--- src/core/trib_out_pkg.sv ---
package trib_out_pkg;

	localparam int LANE_N = 4;
	localparam int STS_N = 3;
	localparam int PTR_W = 10;
	localparam int GROUP_N = 3;
	localparam int SYNC_STAGES = 2;
	// input byte to downstream sample, in byte clock edges
	localparam int PIPE_CYCLES = 7;
	// stages held in the lane delay line, sync flops included
	localparam int LANE_DELAY = PIPE_CYCLES - 2;

	////////////////////////////////////////////////////////////////
	// sts-3 transport frame geometry
	localparam logic [3:0] ROW_LAST = 4'h8;
	localparam logic [8:0] COL_LAST = 9'h10d;
	localparam logic [8:0] TOH_COLS = 9'h009;
	localparam logic [3:0] C1_ROW = 4'h0;
	localparam logic [8:0] C1_COL = 9'h006;
	localparam logic [3:0] PAY_ROW0 = 4'h3;

	////////////////////////////////////////////////////////////////
	// envelope geometry
	localparam logic [11:0] AU3_SPE_LEN = 12'h30f;
	localparam logic [11:0] AU4_SPE_LEN = 12'h92d;
	localparam logic [11:0] AU4_PTR_UNIT = 12'h003;
	localparam logic [11:0] J1_TO_V1 = 12'h003;
	localparam logic [11:0] MF_AU4_OFS = 12'h001;
	localparam logic [8:0] AU3_SPE_COL_LAST = 9'h056;
	localparam logic [8:0] AU4_SPE_COL_LAST = 9'h104;
	localparam logic [8:0] AU3_STUFF_A = 9'h01d;
	localparam logic [8:0] AU3_STUFF_B = 9'h03a;
	localparam logic [8:0] AU3_TRIB_FIRST = 9'h001;
	localparam logic [8:0] AU3_TRIB_LAST = 9'h01c;
	localparam logic [8:0] AU4_STUFF_LAST = 9'h002;
	localparam logic [8:0] AU4_TRIB_FIRST = 9'h003;
	localparam logic [8:0] AU4_TRIB_LAST = 9'h056;
	localparam logic [3:0] VBYTE_ROW = 4'h0;
	localparam logic [3:0] POH_ROW = 4'h1;
	localparam logic [1:0] V5_PHASE = 2'h0;

	typedef enum logic [1:0] {
		MODE_STM1 = 2'b01,
		MODE_STM4 = 2'b10
	} out_mode_t;

endpackage

--- src/core/delay_line.sv ---
`timescale 1ns/1ps
`default_nettype none
module delay_line #(
	parameter int W = 8,
	parameter int DEPTH = 2
) (
	input wire logic ref_clk,
	input wire logic nrst,
	input wire logic [W-1:0] din,
	output logic [W-1:0] dout
);
	logic [W-1:0] stageQ [DEPTH];

	// plain shift chain; the first stage feeds only the second
	always_ff @(posedge ref_clk or negedge nrst) begin
		if (!nrst) begin
			for (int j = 0; j < DEPTH; j++) begin
				stageQ[j] <= '0;
			end
		end else begin
			stageQ[0] <= din;
			for (int j = 1; j < DEPTH; j++) begin
				stageQ[j] <= stageQ[j-1];
			end
		end
	end

	assign dout = stageQ[DEPTH-1];
endmodule // delay_line
`default_nettype wire

--- src/core/sts3_frame_counter.sv ---
`timescale 1ns/1ps
`default_nettype none
module sts3_frame_counter (
	input wire logic ref_clk,
	input wire logic nrst,
	input wire logic advance,
	input wire logic c1Load,
	output logic [3:0] rowQ,
	output logic [8:0] colQ,
	output logic [1:0] stsQ
);
	import trib_out_pkg::*;

	// load wins over advance: the byte before c1 is the one dropped
	always_ff @(posedge ref_clk or negedge nrst) begin
		if (!nrst) begin
			rowQ <= 4'h0;
			colQ <= 9'h000;
			stsQ <= 2'h0;
		end else if (c1Load) begin
			rowQ <= C1_ROW;
			colQ <= C1_COL;
			stsQ <= 2'h0;
		end else if (advance) begin
			if (colQ == COL_LAST) begin
				colQ <= 9'h000;
				rowQ <= (rowQ == ROW_LAST) ? 4'h0 : rowQ + 4'h1;
			end else begin
				colQ <= colQ + 9'h001;
			end
			stsQ <= (stsQ == 2'h2) ? 2'h0 : stsQ + 2'h1;
		end
	end
endmodule // sts3_frame_counter
`default_nettype wire

--- src/core/tributary_output_bus_timing.sv ---
`timescale 1ns/1ps
`default_nettype none
module tributary_output_bus_timing (
	input wire logic ref_clk,
	input wire logic nrst,
	input wire logic out_low_rate_select,
	input wire logic [31:0] in_data_bus,
	input wire logic [3:0] in_frame_marker,
	input wire logic [3:0] in_payload_ind,
	input wire logic [3:0] out_multiframe_in,
	input wire logic [3:0] au4Mode,
	input wire logic [3:0][trib_out_pkg::PTR_W-1:0] outPointer,
	input wire logic [3:0][trib_out_pkg::GROUP_N-1:0] group_enable_bit,
	input wire logic [3:0][trib_out_pkg::GROUP_N-1:0] group_bypass_bit,
	output logic [31:0] out_data_bus,
	output logic [3:0] out_frame_marker,
	output logic [3:0] out_payload_ind,
	output logic [3:0] out_trib_payload_ind,
	output logic [3:0] out_trib_start_mark,
	output logic [3:0] out_trib_overhead_mark
);
	import trib_out_pkg::*;

	////////////////////////////////////////////////////////////////
	// input pipeline and synchronisers
	logic [47:0] laneIn;
	logic [47:0] laneDly;
	logic [4:0] ctlSync;
	logic [31:0] dataS6Q;
	logic [3:0] c1Det;
	logic [1:0] slotQ;
	out_mode_t modeNow;
	logic stm1;
	logic [3:0] mfNow;

	generate
		for (genvar l = 0; l < LANE_N; l++) begin : gPack
			// two spare bits pad each lane slot to twelve
			assign laneIn[l*12 +: 12] = {2'h0, in_data_bus[l*8 +: 8], in_frame_marker[l],
				in_payload_ind[l]};
			// c1 is the frame marker with payload low
			assign c1Det[l] = laneDly[l*12 + 1] & ~laneDly[l*12];
		end
	endgenerate

	// pins captured first by the two sync stages
	delay_line #(
		.W(48),
		.DEPTH(LANE_DELAY)
	) uLaneDelay (
		.ref_clk(ref_clk),
		.nrst(nrst),
		.din(laneIn),
		.dout(laneDly)
	);

	delay_line #(
		.W(5),
		.DEPTH(SYNC_STAGES)
	) uCtlSync (
		.ref_clk(ref_clk),
		.nrst(nrst),
		.din({out_low_rate_select, out_multiframe_in}),
		.dout(ctlSync)
	);

	assign modeNow = ctlSync[4] ? MODE_STM1 : MODE_STM4;
	assign stm1 = (modeNow == MODE_STM1);
	// stm-4 reads the multiframe flag from lane zero only
	assign mfNow = stm1 ? ctlSync[3:0] : {4{ctlSync[0]}};

	// sixth stage; the output register is the seventh
	always_ff @(posedge ref_clk or negedge nrst) begin
		if (!nrst) begin
			dataS6Q <= 32'h00000000;
		end else begin
			for (int l = 0; l < LANE_N; l++) begin
				dataS6Q[l*8 +: 8] <= laneDly[l*12+2 +: 8];
			end
		end
	end

	// byte slot walks the four interleaved sts-3 streams
	always_ff @(posedge ref_clk or negedge nrst) begin
		if (!nrst) begin
			slotQ <= 2'h0;
		end else if (c1Det[0]) begin
			slotQ <= 2'h0;
		end else begin
			slotQ <= slotQ + 2'h1;
		end
	end

	////////////////////////////////////////////////////////////////
	// per sts-3 stream timing
	logic [3:0] sFrame;
	logic [3:0] sPay;
	logic [3:0] sTribPay;
	logic [3:0] sStart;
	logic [3:0] sPoh;

	function automatic logic [11:0] wrapAdd(input logic [11:0] a, input logic [11:0] b,
		input logic [11:0] len);
		logic [11:0] s;
		s = a + b;
		return (s >= len) ? s - len : s;
	endfunction

	generate
		for (genvar i = 0; i < LANE_N; i++) begin : gStream
			logic advance;
			logic c1Load;
			logic [3:0] rowQ;
			logic [8:0] colQ;
			logic [1:0] stsQ;
			logic [1:0] tugQ;
			logic [1:0] mfPhaseQ;
			logic [11:0] kCntQ [STS_N];
			logic [8:0] speColQ [STS_N];
			logic [3:0] speRowQ [STS_N];
			logic [1:0] si;
			logic [1:0] grp;
			logic isPay;
			logic firstPay;
			logic isJ1;
			logic isV1m;
			logic mfSample;
			logic tribArea;
			logic firstCol;
			logic vByte;
			logic pohByte;
			logic groupOn;
			logic [11:0] kEff;
			logic [11:0] spanLen;
			logic [11:0] tgt;
			logic [8:0] sCol;
			logic [8:0] colLast;
			logic [3:0] sRow;

			// one stream per lane, stepping every edge in stm-1
			assign advance = stm1 | (slotQ == 2'(i));
			// frame phase taken from the delayed input c1
			assign c1Load = stm1 ? c1Det[i] : c1Det[0];

			sts3_frame_counter uFrame (
				.ref_clk(ref_clk),
				.nrst(nrst),
				.advance(advance),
				.c1Load(c1Load),
				.rowQ(rowQ),
				.colQ(colQ),
				.stsQ(stsQ)
			);

			always_comb begin
				// au4 uses one pointer for all three sts-1s
				si = au4Mode[i] ? 2'h0 : stsQ;
				// payload is every column past transport overhead
				isPay = (colQ >= TOH_COLS);
				firstPay = (rowQ == PAY_ROW0) && (colQ == TOH_COLS + {7'h00, si});
				kEff = firstPay ? 12'h000 : kCntQ[si];
				spanLen = au4Mode[i] ? AU4_SPE_LEN : AU3_SPE_LEN;
				// pointer places j1, au4 in units of three
				tgt = au4Mode[i] ? ({2'h0, outPointer[i]} * AU4_PTR_UNIT)
					: {2'h0, outPointer[i]};
				isJ1 = isPay && (kEff == tgt);
				isV1m = isPay && (kEff == wrapAdd(tgt, J1_TO_V1, spanLen));
				sCol = isJ1 ? 9'h000 : speColQ[si];
				sRow = isJ1 ? 4'h0 : speRowQ[si];
				colLast = au4Mode[i] ? AU4_SPE_COL_LAST : AU3_SPE_COL_LAST;
				// one au4 layout serves tug3 and tu3 alike
				tribArea = au4Mode[i] ? (sCol >= AU4_TRIB_FIRST)
					: (sCol != 9'h000 && sCol != AU3_STUFF_A && sCol != AU3_STUFF_B);
				firstCol = au4Mode[i] ? (sCol >= AU4_TRIB_FIRST && sCol <= AU4_TRIB_LAST)
					: (sCol >= AU3_TRIB_FIRST && sCol <= AU3_TRIB_LAST);
				vByte = isPay && firstCol && (sRow == VBYTE_ROW);
				pohByte = isPay && firstCol && (sRow == POH_ROW);
				// multiframe sampling point per payload mode
				mfSample = au4Mode[i] ? (isPay && kEff == wrapAdd(tgt, MF_AU4_OFS, spanLen))
					: (si == 2'h0 && vByte && sCol == AU3_TRIB_FIRST);
				// group is the sts-1 in au3, the tug3 in au4
				grp = au4Mode[i] ? tugQ : stsQ;
				groupOn = group_enable_bit[i][grp] & ~group_bypass_bit[i][grp];
			end

			// envelope byte counters restarted at the first payload byte, spe row and column at each j1
			always_ff @(posedge ref_clk or negedge nrst) begin
				if (!nrst) begin
					tugQ <= 2'h0;
					for (int s = 0; s < STS_N; s++) begin
						kCntQ[s] <= 12'h000;
						speColQ[s] <= 9'h000;
						speRowQ[s] <= 4'h0;
					end
				end else if (advance && !c1Load && isPay) begin
					kCntQ[si] <= wrapAdd(kEff, 12'h001, spanLen);
					if (sCol == colLast) begin
						speColQ[si] <= 9'h000;
						speRowQ[si] <= (sRow == ROW_LAST) ? 4'h0 : sRow + 4'h1;
					end else begin
						speColQ[si] <= sCol + 9'h001;
						speRowQ[si] <= sRow;
					end
					tugQ <= (sCol == AU4_STUFF_LAST || tugQ == 2'h2) ? 2'h0 : tugQ + 2'h1;
				end
			end

			// flag high resets the phase; the partner owns its timing
			always_ff @(posedge ref_clk or negedge nrst) begin
				if (!nrst) begin
					mfPhaseQ <= 2'h0;
				end else if (advance && !c1Load) begin
					if (mfSample && mfNow[i]) begin
						mfPhaseQ <= V5_PHASE;
					end else if (isJ1 && si == 2'h0) begin
						mfPhaseQ <= mfPhaseQ + 2'h1;
					end
				end
			end

			// c1, j1 and j1 plus three only
			assign sFrame[i] = ((rowQ == C1_ROW) && (colQ == C1_COL)) || isJ1 || isV1m;
			assign sPay[i] = isPay;
			// tributary bytes exclude pointer bytes and stuff
			assign sTribPay[i] = isPay && tribArea && !vByte && groupOn;
			// overhead row across the four frames
			assign sPoh[i] = pohByte && groupOn;
			// v5 is the overhead byte of the first frame
			assign sStart[i] = pohByte && groupOn && (mfPhaseQ == V5_PHASE);
		end
	endgenerate

	////////////////////////////////////////////////////////////////
	// output register, stage seven
	// data leaves unmodified, bar the zeroed upper lanes in stm-4; only the marks depend on groups
	always_ff @(posedge ref_clk or negedge nrst) begin
		if (!nrst) begin
			out_data_bus <= 32'h00000000;
			out_frame_marker <= 4'h0;
			out_payload_ind <= 4'h0;
			out_trib_payload_ind <= 4'h0;
			out_trib_start_mark <= 4'h0;
			out_trib_overhead_mark <= 4'h0;
		end else if (stm1) begin
			// four lanes, seven edges end to end
			out_data_bus <= dataS6Q;
			out_frame_marker <= sFrame;
			out_payload_ind <= sPay;
			out_trib_payload_ind <= sTribPay;
			out_trib_start_mark <= sStart;
			out_trib_overhead_mark <= sPoh;
		end else begin
			// lane zero only, upper lanes held at zero
			out_data_bus <= {24'h000000, dataS6Q[7:0]};
			// stm-4 frame mark c1 comes from stream zero only
			out_frame_marker <= {3'h0, sFrame[slotQ] &
				(sPay[slotQ] || slotQ == 2'h0)};
			out_payload_ind <= {3'h0, sPay[slotQ]};
			out_trib_payload_ind <= {3'h0, sTribPay[slotQ]};
			out_trib_start_mark <= {3'h0, sStart[slotQ]};
			out_trib_overhead_mark <= {3'h0, sPoh[slotQ]};
		end
	end
endmodule // tributary_output_bus_timing
`default_nettype wire

--- config.mk ---
export PLATFORM = sky130hd
export DESIGN_NAME = tributary_output_bus_timing
export DESIGN_NICKNAME = d
export VERILOG_FILES = /design/src/core/trib_out_pkg.sv /design/src/core/delay_line.sv /design/src/core/sts3_frame_counter.sv /design/src/core/tributary_output_bus_timing.sv
export SDC_FILE = /design/constraint.sdc
export NUM_CORES = 2
export LEC_CHECK = 0
export ABC_AREA = 1
export BUFFER_PORTS_ARGS = -buffer_cell sky130_fd_sc_hd__buf_2
export CAP_MARGIN = 0
export CORE_MARGIN = 3
export CORE_UTILIZATION = 45
export CTS_BUF_LIST = sky130_fd_sc_hd__clkbuf_16
export DETAILED_ROUTE_END_ITERATION = 7
export PLACE_DENSITY_LB_ADDON = 0.25
export REMOVE_ABC_BUFFERS = 1
export SYNTH_ARGS = -nofsm -noshare
export SYNTH_HDL_FRONTEND = slang
export SYNTH_SLANG_ARGS = --single-unit
export TNS_END_PERCENT = 20
--- constraint.sdc ---
create_clock -name ref_clk -period 11.7 [get_ports ref_clk]
set_input_delay 2.34 -clock ref_clk [delete_from_list [all_inputs] [get_ports ref_clk]]
set_output_delay 2.34 -clock ref_clk [all_outputs]
set_load 0.05 [all_outputs]
# ---- Word level (Yosys, flattened, before mapping)
# Cells that the tools add are included.
dict set report totals {
  register_bits 672
  in_bits 115
  out_inout_bits 52
  word_cells 674
}
dict set report op_classes {
  addsub 57
  mul 4
  order_cmp 45
  n_eq_ne 72
  mux 234
  bitwise 33
  n_reduce_logical 158
}
# operator n
set op_table {}
lappend op_table {{12-bit 2-to-1 mux} 40}
lappend op_table {{9-bit 2-to-1 mux} 32}
lappend op_table {{4-bit 2-to-1 mux} 42}
lappend op_table {{36-bit bitwise mux} 4}
lappend op_table {{12-bit == test} 12}
lappend op_table {{12-bit >= comparator} 12}
lappend op_table {{12-bit subtractor} 12}
lappend op_table {{27-bit AND} 4}
lappend op_table {{27-bit bitwise mux} 4}
lappend op_table {{27-bit 2-to-1 mux} 4}
lappend op_table {{27-bit NOT} 4}
lappend op_table {{12-bit by 1-bit adder with 12-bit output, second input constant} 8}
lappend op_table {{12-bit binary-select mux with 2-bit select} 4}
lappend op_table {{12-bit bitwise mux} 8}
lappend op_table {{12-bit demux with 2-bit select} 4}
lappend op_table {{1-bit logical AND} 96}
lappend op_table {{9-bit by 1-bit adder with 9-bit output, second input constant} 8}
lappend op_table {{9-bit binary-select mux with 2-bit select} 4}
lappend op_table {{9-bit demux with 2-bit select} 4}
lappend op_table {{2-bit 2-to-1 mux} 34}
lappend op_table {{12-bit by 2-bit adder with 12-bit output, second input constant} 4}
lappend op_table {{10-bit by 2-bit multiplier with 12-bit output, second input constant} 4}
lappend op_table {{9-bit by 1-bit == test with 1-bit output, second input constant} 4}
lappend op_table {{9-bit by 2-bit == test with 1-bit output, second input constant} 4}
lappend op_table {{38 further kinds} 247}

# ---- Longest topological paths before layout
dict set report depth {
  depth_word 20
  depth_mapped 38
  depth_no_buf 37
}

# ---- Modules after synthesis
# From an unflattened synthesis, not the netlist that was laid out.
dict set report unflattened {
  cells_unflattened 6230
  area_unflattened_um2 45019.4
}
# mod instances cells_each area_each_um2 seq_area_each_um2
set by_module_without_submodules {}
lappend by_module_without_submodules {tributary_output_bus_timing 1 5427 34611.9 10059.6}
lappend by_module_without_submodules {{delay_line (uLaneDelay)} 1 288 6366.1 6005.8}
lappend by_module_without_submodules {sts3_frame_counter 4 125 938.4 375.4}
lappend by_module_without_submodules {{delay_line (uCtlSync)} 1 15 287.8 250.2}

# ---- Least setup slack after synthesis
# OpenSTA, ideal clock, no wires.
dict set report synth_timing {
  path_type {input -> register}
  start {input outPointer[10] in the netlist's numbering}
  end {register gStream[1].mfPhaseQ[0]}
  arrival_time_ns 5.939
  t_required_ns 11.583
  setup_slack_ns 5.644
  stages 33
  path_cell_list {ha_1 -> inv_1 -> fa_1 -> nand2_1 -> o21ai_0 -> inv_1 -> nand2_1 -> nor2_1 -> nand2_1 -> nor2_1 -> xor2_1 -> ha_1 -> nand3_1 -> nand2_1 -> nor2_1 -> nand3_1 -> nand2_1 -> nand2_1 -> nand2_2 -> nand2_2 -> buf_4 -> o21ai_0 -> nand2_1 -> nor2_1 -> nand3_1 -> nor2_1 -> nand2_1 -> nand2_1 -> nand2_1 -> nand2_1 -> nand2_1 -> nand2_1 -> nand2_1}
}
dict set report synth_between {
  elab_chain_cells 16
  word_cells_on_any_way 31
  cone_classes {add/sub (2); mul (1); order compare (5); eq/ne (3); mux (7); reduce/logical (13)}
}
# element line
set synth_lines {}
lappend synth_lines {{start, declared} tributary_output_bus_timing.sv:12} ;# input wire logic [3:0][trib_out_pkg::PTR_W-1:0] outPointer,
lappend synth_lines {{10-bit by 2-bit multiplier with 12-bit output} tributary_output_bus_timing.sv:164} ;# tgt = au4Mode[i] ? ({2'h0, outPointer[i]} * AU4_PTR_UNIT)
lappend synth_lines {{12-bit 2-to-1 mux *} tributary_output_bus_timing.sv:164}
lappend synth_lines {{parallel branches: the longest is 14 deep, another holds 12-bit by 1-bit adder with 12-bit output} n/a}
lappend synth_lines {{end signal, assigned} tributary_output_bus_timing.sv:216} ;# mfPhaseQ <= mfPhaseQ + 2'h1;
lappend synth_lines {{end, declared} tributary_output_bus_timing.sv:117} ;# logic [1:0] mfPhaseQ;
# Every way passes the cells marked *.
# A chain may end at the register's enable or synchronous reset.

# ---- Final worst setup path
dict set report layout_timing {
  start {input au4Mode[3]}
  end {register out_trib_payload_ind[0]}
}
dict set report layout_between {
  elab_chain_cells 20
  word_cells_on_any_way 50
  cone_classes {add/sub (1); order compare (4); eq/ne (4); mux (24); bitwise (3); reduce/logical (14)}
}
# element line
set layout_lines {}
lappend layout_lines {{start, declared} tributary_output_bus_timing.sv:11} ;# input wire logic [3:0] au4Mode,
lappend layout_lines {{parallel branches: the longest is 16 deep, another holds 9-bit by 1-bit >= comparator with 1-bit output} n/a}
lappend layout_lines {{1-bit logical AND *} tributary_output_bus_timing.sv:225} ;# assign sTribPay[i] = isPay && tribArea && !vByte && groupOn;
lappend layout_lines {{1-bit binary-select mux with 2-bit select *} tributary_output_bus_timing.sv:259} ;# out_trib_payload_ind <= {3'h0, sTribPay[slotQ]};
lappend layout_lines {{1-bit 2-to-1 mux (implied by the code) *} tributary_output_bus_timing.sv:259}
lappend layout_lines {{4-bit 2-to-1 mux *} tributary_output_bus_timing.sv:244} ;# end else if (stm1) begin
lappend layout_lines {{end signal, assigned} tributary_output_bus_timing.sv:249} ;# out_trib_payload_ind <= sTribPay;
lappend layout_lines {{end signal, assigned} tributary_output_bus_timing.sv:259}
lappend layout_lines {{end, declared} tributary_output_bus_timing.sv:18} ;# output logic [3:0] out_trib_payload_ind,
# Every way passes the cells marked *. The select of a mux whose other input is x is not followed.

==> results.py <==
metrics = {
    "timing": {
        "fin_setup_tns_ns": 0,
        "period_needed_ns": 7.74,
        "clock_skew_ns": 0.0853,
        "slew_headroom_pct": 27.3,
        "fmax_ghz": 0.129,
        "final-hold-violation-count": 0,
        "setup_viol": 0,
        "rsz0062_at_grt": "false",
        "worst_slew_pin_slew_ns": 1.09,
        "drv_slew": 0,
        "holdWs_ns": 0.313,
        "period_share_pct": 66.2,
    },
    "clocking": {
        "numCtsBuffers": 76,
        "cts_tree": "yes",
        "clockBufferDepth": 3,
        "cts_setup_buffers": 0,
        "cts.repair.resized": 0,
        "clk_pin_slew_ns": 0.06,
        "cts.sinks": 672,
        "h-tree-depth": 3,
        "clock-root-buffer": "clkbuf_16",
        "ctsHoldBuffers": 0,
        "clock_latency_ns": 0.67,
    },
    "pwr": {
        "ir_worst_vdd_mv": 0.138,
        "power.density_nw_per_um2": 238,
        "p_leak_nw": 24.9,
    },
    "final_layout": {
        "drive_gt1_share_pct": 7.47,
        "fin_area_um2": 47100,
        "fin_nets": 6400,
        "syn_to_final_growth_pct": 10.8,
    },
    "yosys": {
        "yosysSeqAreaShare_pct": 39.5,
        "synth_edf_count": 0,
        "ys_seq_elements": 672,
        "ys.flop_type": "dfrtp_1",
        "synth-async-reset-ratio_pct": 100,
        "synth_largest_area_cell": "dfrtp_1",
        "avgSynthCellArea_um2": 7.13,
        "synth_top_area_share_pct": 39.5,
        "synth.area.top_cells": "dfrtp_1, nand2_1, inv_1",
        "yosysUniqueCellTypes": 72,
        "syn-cell-area_um2": 42600,
        "ys_top_cells_by_count": "nand2_1, inv_1, dfrtp_1, nand3_1, nor2_1",
        "syn-instance-count": 5972,
        "ys_warn_count": 0,
        "yosysMostFrequentCell": "nand2_1",
    },
    "worst_hold_path": {
        "hold_start": "uLaneDelay.stageQ[145]$_DFF_PN0_",
        "min_path_cells": 0,
        "min_to": "uLaneDelay.stageQ[97]$_DFF_PN0_",
        "hp-class": "register to register",
    },
    "critical_path": {
        "path_class": "primary input to register",
        "start_kind": "primary input",
        "cp.arrival_ns": 8.32,
        "critical_path.most_common_cell": "nand2_1",
        "r2r_end": "out_trib_payload_ind[0]$_DFF_PN0_",
        "r2r_slack_ns": 6.13,
        "crit_path_top_delay_cell": "inv_1",
        "r2r-start": "gStream[3].uFrame.stsQ[1]$_DFFE_PN0P_",
        "setup.worst_path.end_class": "register",
        "crit_required_ns": 12.27,
        "max_stage_delay_ns": 0.69,
        "critPathMaxFanout": 35,
        "worst-r2r-cell-count": 26,
    },
    "drt": {
        "via_count": 39100,
        "dr.first_iter.drc_count": 3170,
        "drcViolationCount": 0,
        "first_pass_iters": 5,
        "ant_nets": 0,
        "finalWirelength_um": 119000,
        "via_per_inst": 5.26,
        "wire_per_inst_um": 16.1,
    },
    "grt": {
        "grt_pass1_vias": 37400,
        "grt_start_max_net_pins": 165,
        "grt.overflow.total": 0,
        "antenna_found_initial": 8,
        "grt_pass1_wl_um": 195000,
        "track_usage_pct": 24.2,
    },
    "place": {
        "place.gp.congestion": 0.991,
        "portBuffers": 166,
        "place_area_um2": 44600,
        "dp_hpwl_um": 87100,
    },
    "floorplanning": {
        "dieHeight_um": 314,
        "ioPinCount": 167,
        "die_area_um2": 98300,
        "start_util_pct": 45.5,
        "die_w_um": 314,
        "coreArea_um2": 93600,
        "row_count": 112,
    },
    "flow_run": {
        "cap_violations": 0,
    },
    "status": {
        "outcome": "finished, final reports clean",
    },
}
[placed cells by master (no fill, tap or decap), types with 28 or more instances in the layout]
| master | synthesis | final |
|---|---|---|
| nand3_1 | 535 | 535 |
| o21a_1 | 38 | 38 |
| nand2_2 | 29 | 29 |
| nor3_1 | 73 | 73 |
| xor2_1 | 174 | 174 |
| o21ai_1 | 62 | 62 |
| dfrtp_1 | 672 | 671 |
| buf_4 | 10 | 29 |
| clkbuf_16 | 0 | 76 |
| inv_1 | 785 | 796 |
| o221ai_1 | 28 | 28 |
| nand4_1 | 97 | 97 |
| or2_2 | 30 | 30 |
| nand3b_1 | 36 | 36 |
| inv_2 | 33 | 33 |
| nand2_1 | 1937 | 1937 |
| a21oi_1 | 206 | 206 |
| nor2_1 | 458 | 452 |
| o21ai_0 | 206 | 206 |
| clkinv_1 | 11 | 30 |
| ha_1 | 168 | 168 |
| buf_2 | 37 | 165 |
[state kept, by name, summed over array words and instances, names as in the netlist]
| register | cells |
|---|---|
| uLaneDelay.stageQ | 160 |
| gStream.kCntQ | 144 |
| gStream.speColQ | 108 |
| gStream.speRowQ | 48 |
| uLaneDelay.dout | 40 |
| gStream.uFrame.colQ | 36 |
| dataS6Q | 32 |
| out_data_bus | 32 |
| gStream.uFrame.rowQ | 16 |
| gStream.mfPhaseQ | 8 |
| gStream.tugQ | 8 |
| gStream.uFrame.stsQ | 8 |
| uCtlSync.dout | 5 |
| uCtlSync.stageQ | 5 |
| out_frame_marker | 4 |
| out_payload_ind | 4 |
| out_trib_overhead_mark | 4 |
| out_trib_payload_ind | 4 |
| out_trib_start_mark | 4 |
| slotQ | 2 |
[logic make-up (layout without fill, tap and decap cells)]
kind of cell | count (synthesis) | in the layout | share of synthesized area, %
fa+ha+maj | 172 | 172 | 5.13
buf+inv | 964 | 1164 | 8.77
simple gates | 3268 | 3268 | 32.5
other cells | 0 | 4 | 0
mux | 24 | 24 | 0.567
compound gates | 670 | 670 | 9.30
xor+xnor | 202 | 202 | 4.17
flops | 672 | 672 | 39.5
[layer usage]
layer / wire, um / vias up / global-route usage [%] / share of wire [%]
met5: 13 / - / 0 / 0.011
met4: 3000 / 2 / 6.96 / 2.5
met3: 7710 / 216 / 3.68 / 6.5
met2: 52300 / 1236 / 38.0 / 44
met1: 56500 / 18300 / 34.8 / 47
li1: - / 19400 / - / -
[cell type report]
class,instances,area (um^2)
clock inverters,61,602
flip-flops and latches,672,16800
diodes,4,10.0
clock buffers,76,1900
fillers,9281,46500
well taps,1254,1570
repair buffers,197,1100
multi-input cells,4336,22000
inverters,830,3120
[worst max-delay path by stage]
stage                     startpoint                           endpoint  slack, ns  depth (start not counted)
after floorplan           au4Mode[2]   gStream[2].kCntQ[24]$_DFFE_PN0P_       5.54                         24
after global placement    au4Mode[3]  out_trib_payload_ind[0]$_DFF_PN0_       3.42                         29
after detailed placement  au4Mode[3]  out_trib_payload_ind[0]$_DFF_PN0_       3.41                         29
after CTS                 au4Mode[3]  out_trib_payload_ind[0]$_DFF_PN0_       4.08                         29
after global routing      au4Mode[3]  out_trib_payload_ind[0]$_DFF_PN0_       3.44                         29
final                     au4Mode[3]  out_trib_payload_ind[0]$_DFF_PN0_       3.96                         29
[per-stage QoR]
step / std cells / util (%) / total power (W) / setup slack (ns)
3_5_place_dp: 7289 / 47.7 / 0.00878 / 3.41
4_1_cts: 7426 / 50.4 / 0.0112 / 4.08
6_report: 7430 / 50.4 / 0.0112 / 3.96
2_1_floorplan: 5838 / - / 0.00721 / 5.54
5_1_grt: 7427 / 50.4 / 0.0122 / 3.44
3_3_place_gp: 7289 / 47.7 / 0.00875 / 3.42
[where the power goes]
part / internal, W / total (W) / switching, W
clock network: 0.00136 / 0.00236 / 0.00100
registers: 0.00291 / 0.00322 / 0.000316
logic: 0.00173 / 0.00564 / 0.00391
[critical path, delay by kind of cell]
kind / cells / cell delay (ns)
AND/OR/NAND/NOR: 19 / 3.62
AO/OA/AOI/OAI: 2 / 0.31
buffers and inverters: 7 / 1.80
adder cells (fa/ha/maj): 1 / 0.21
Power figures use the tool's default switching activity.
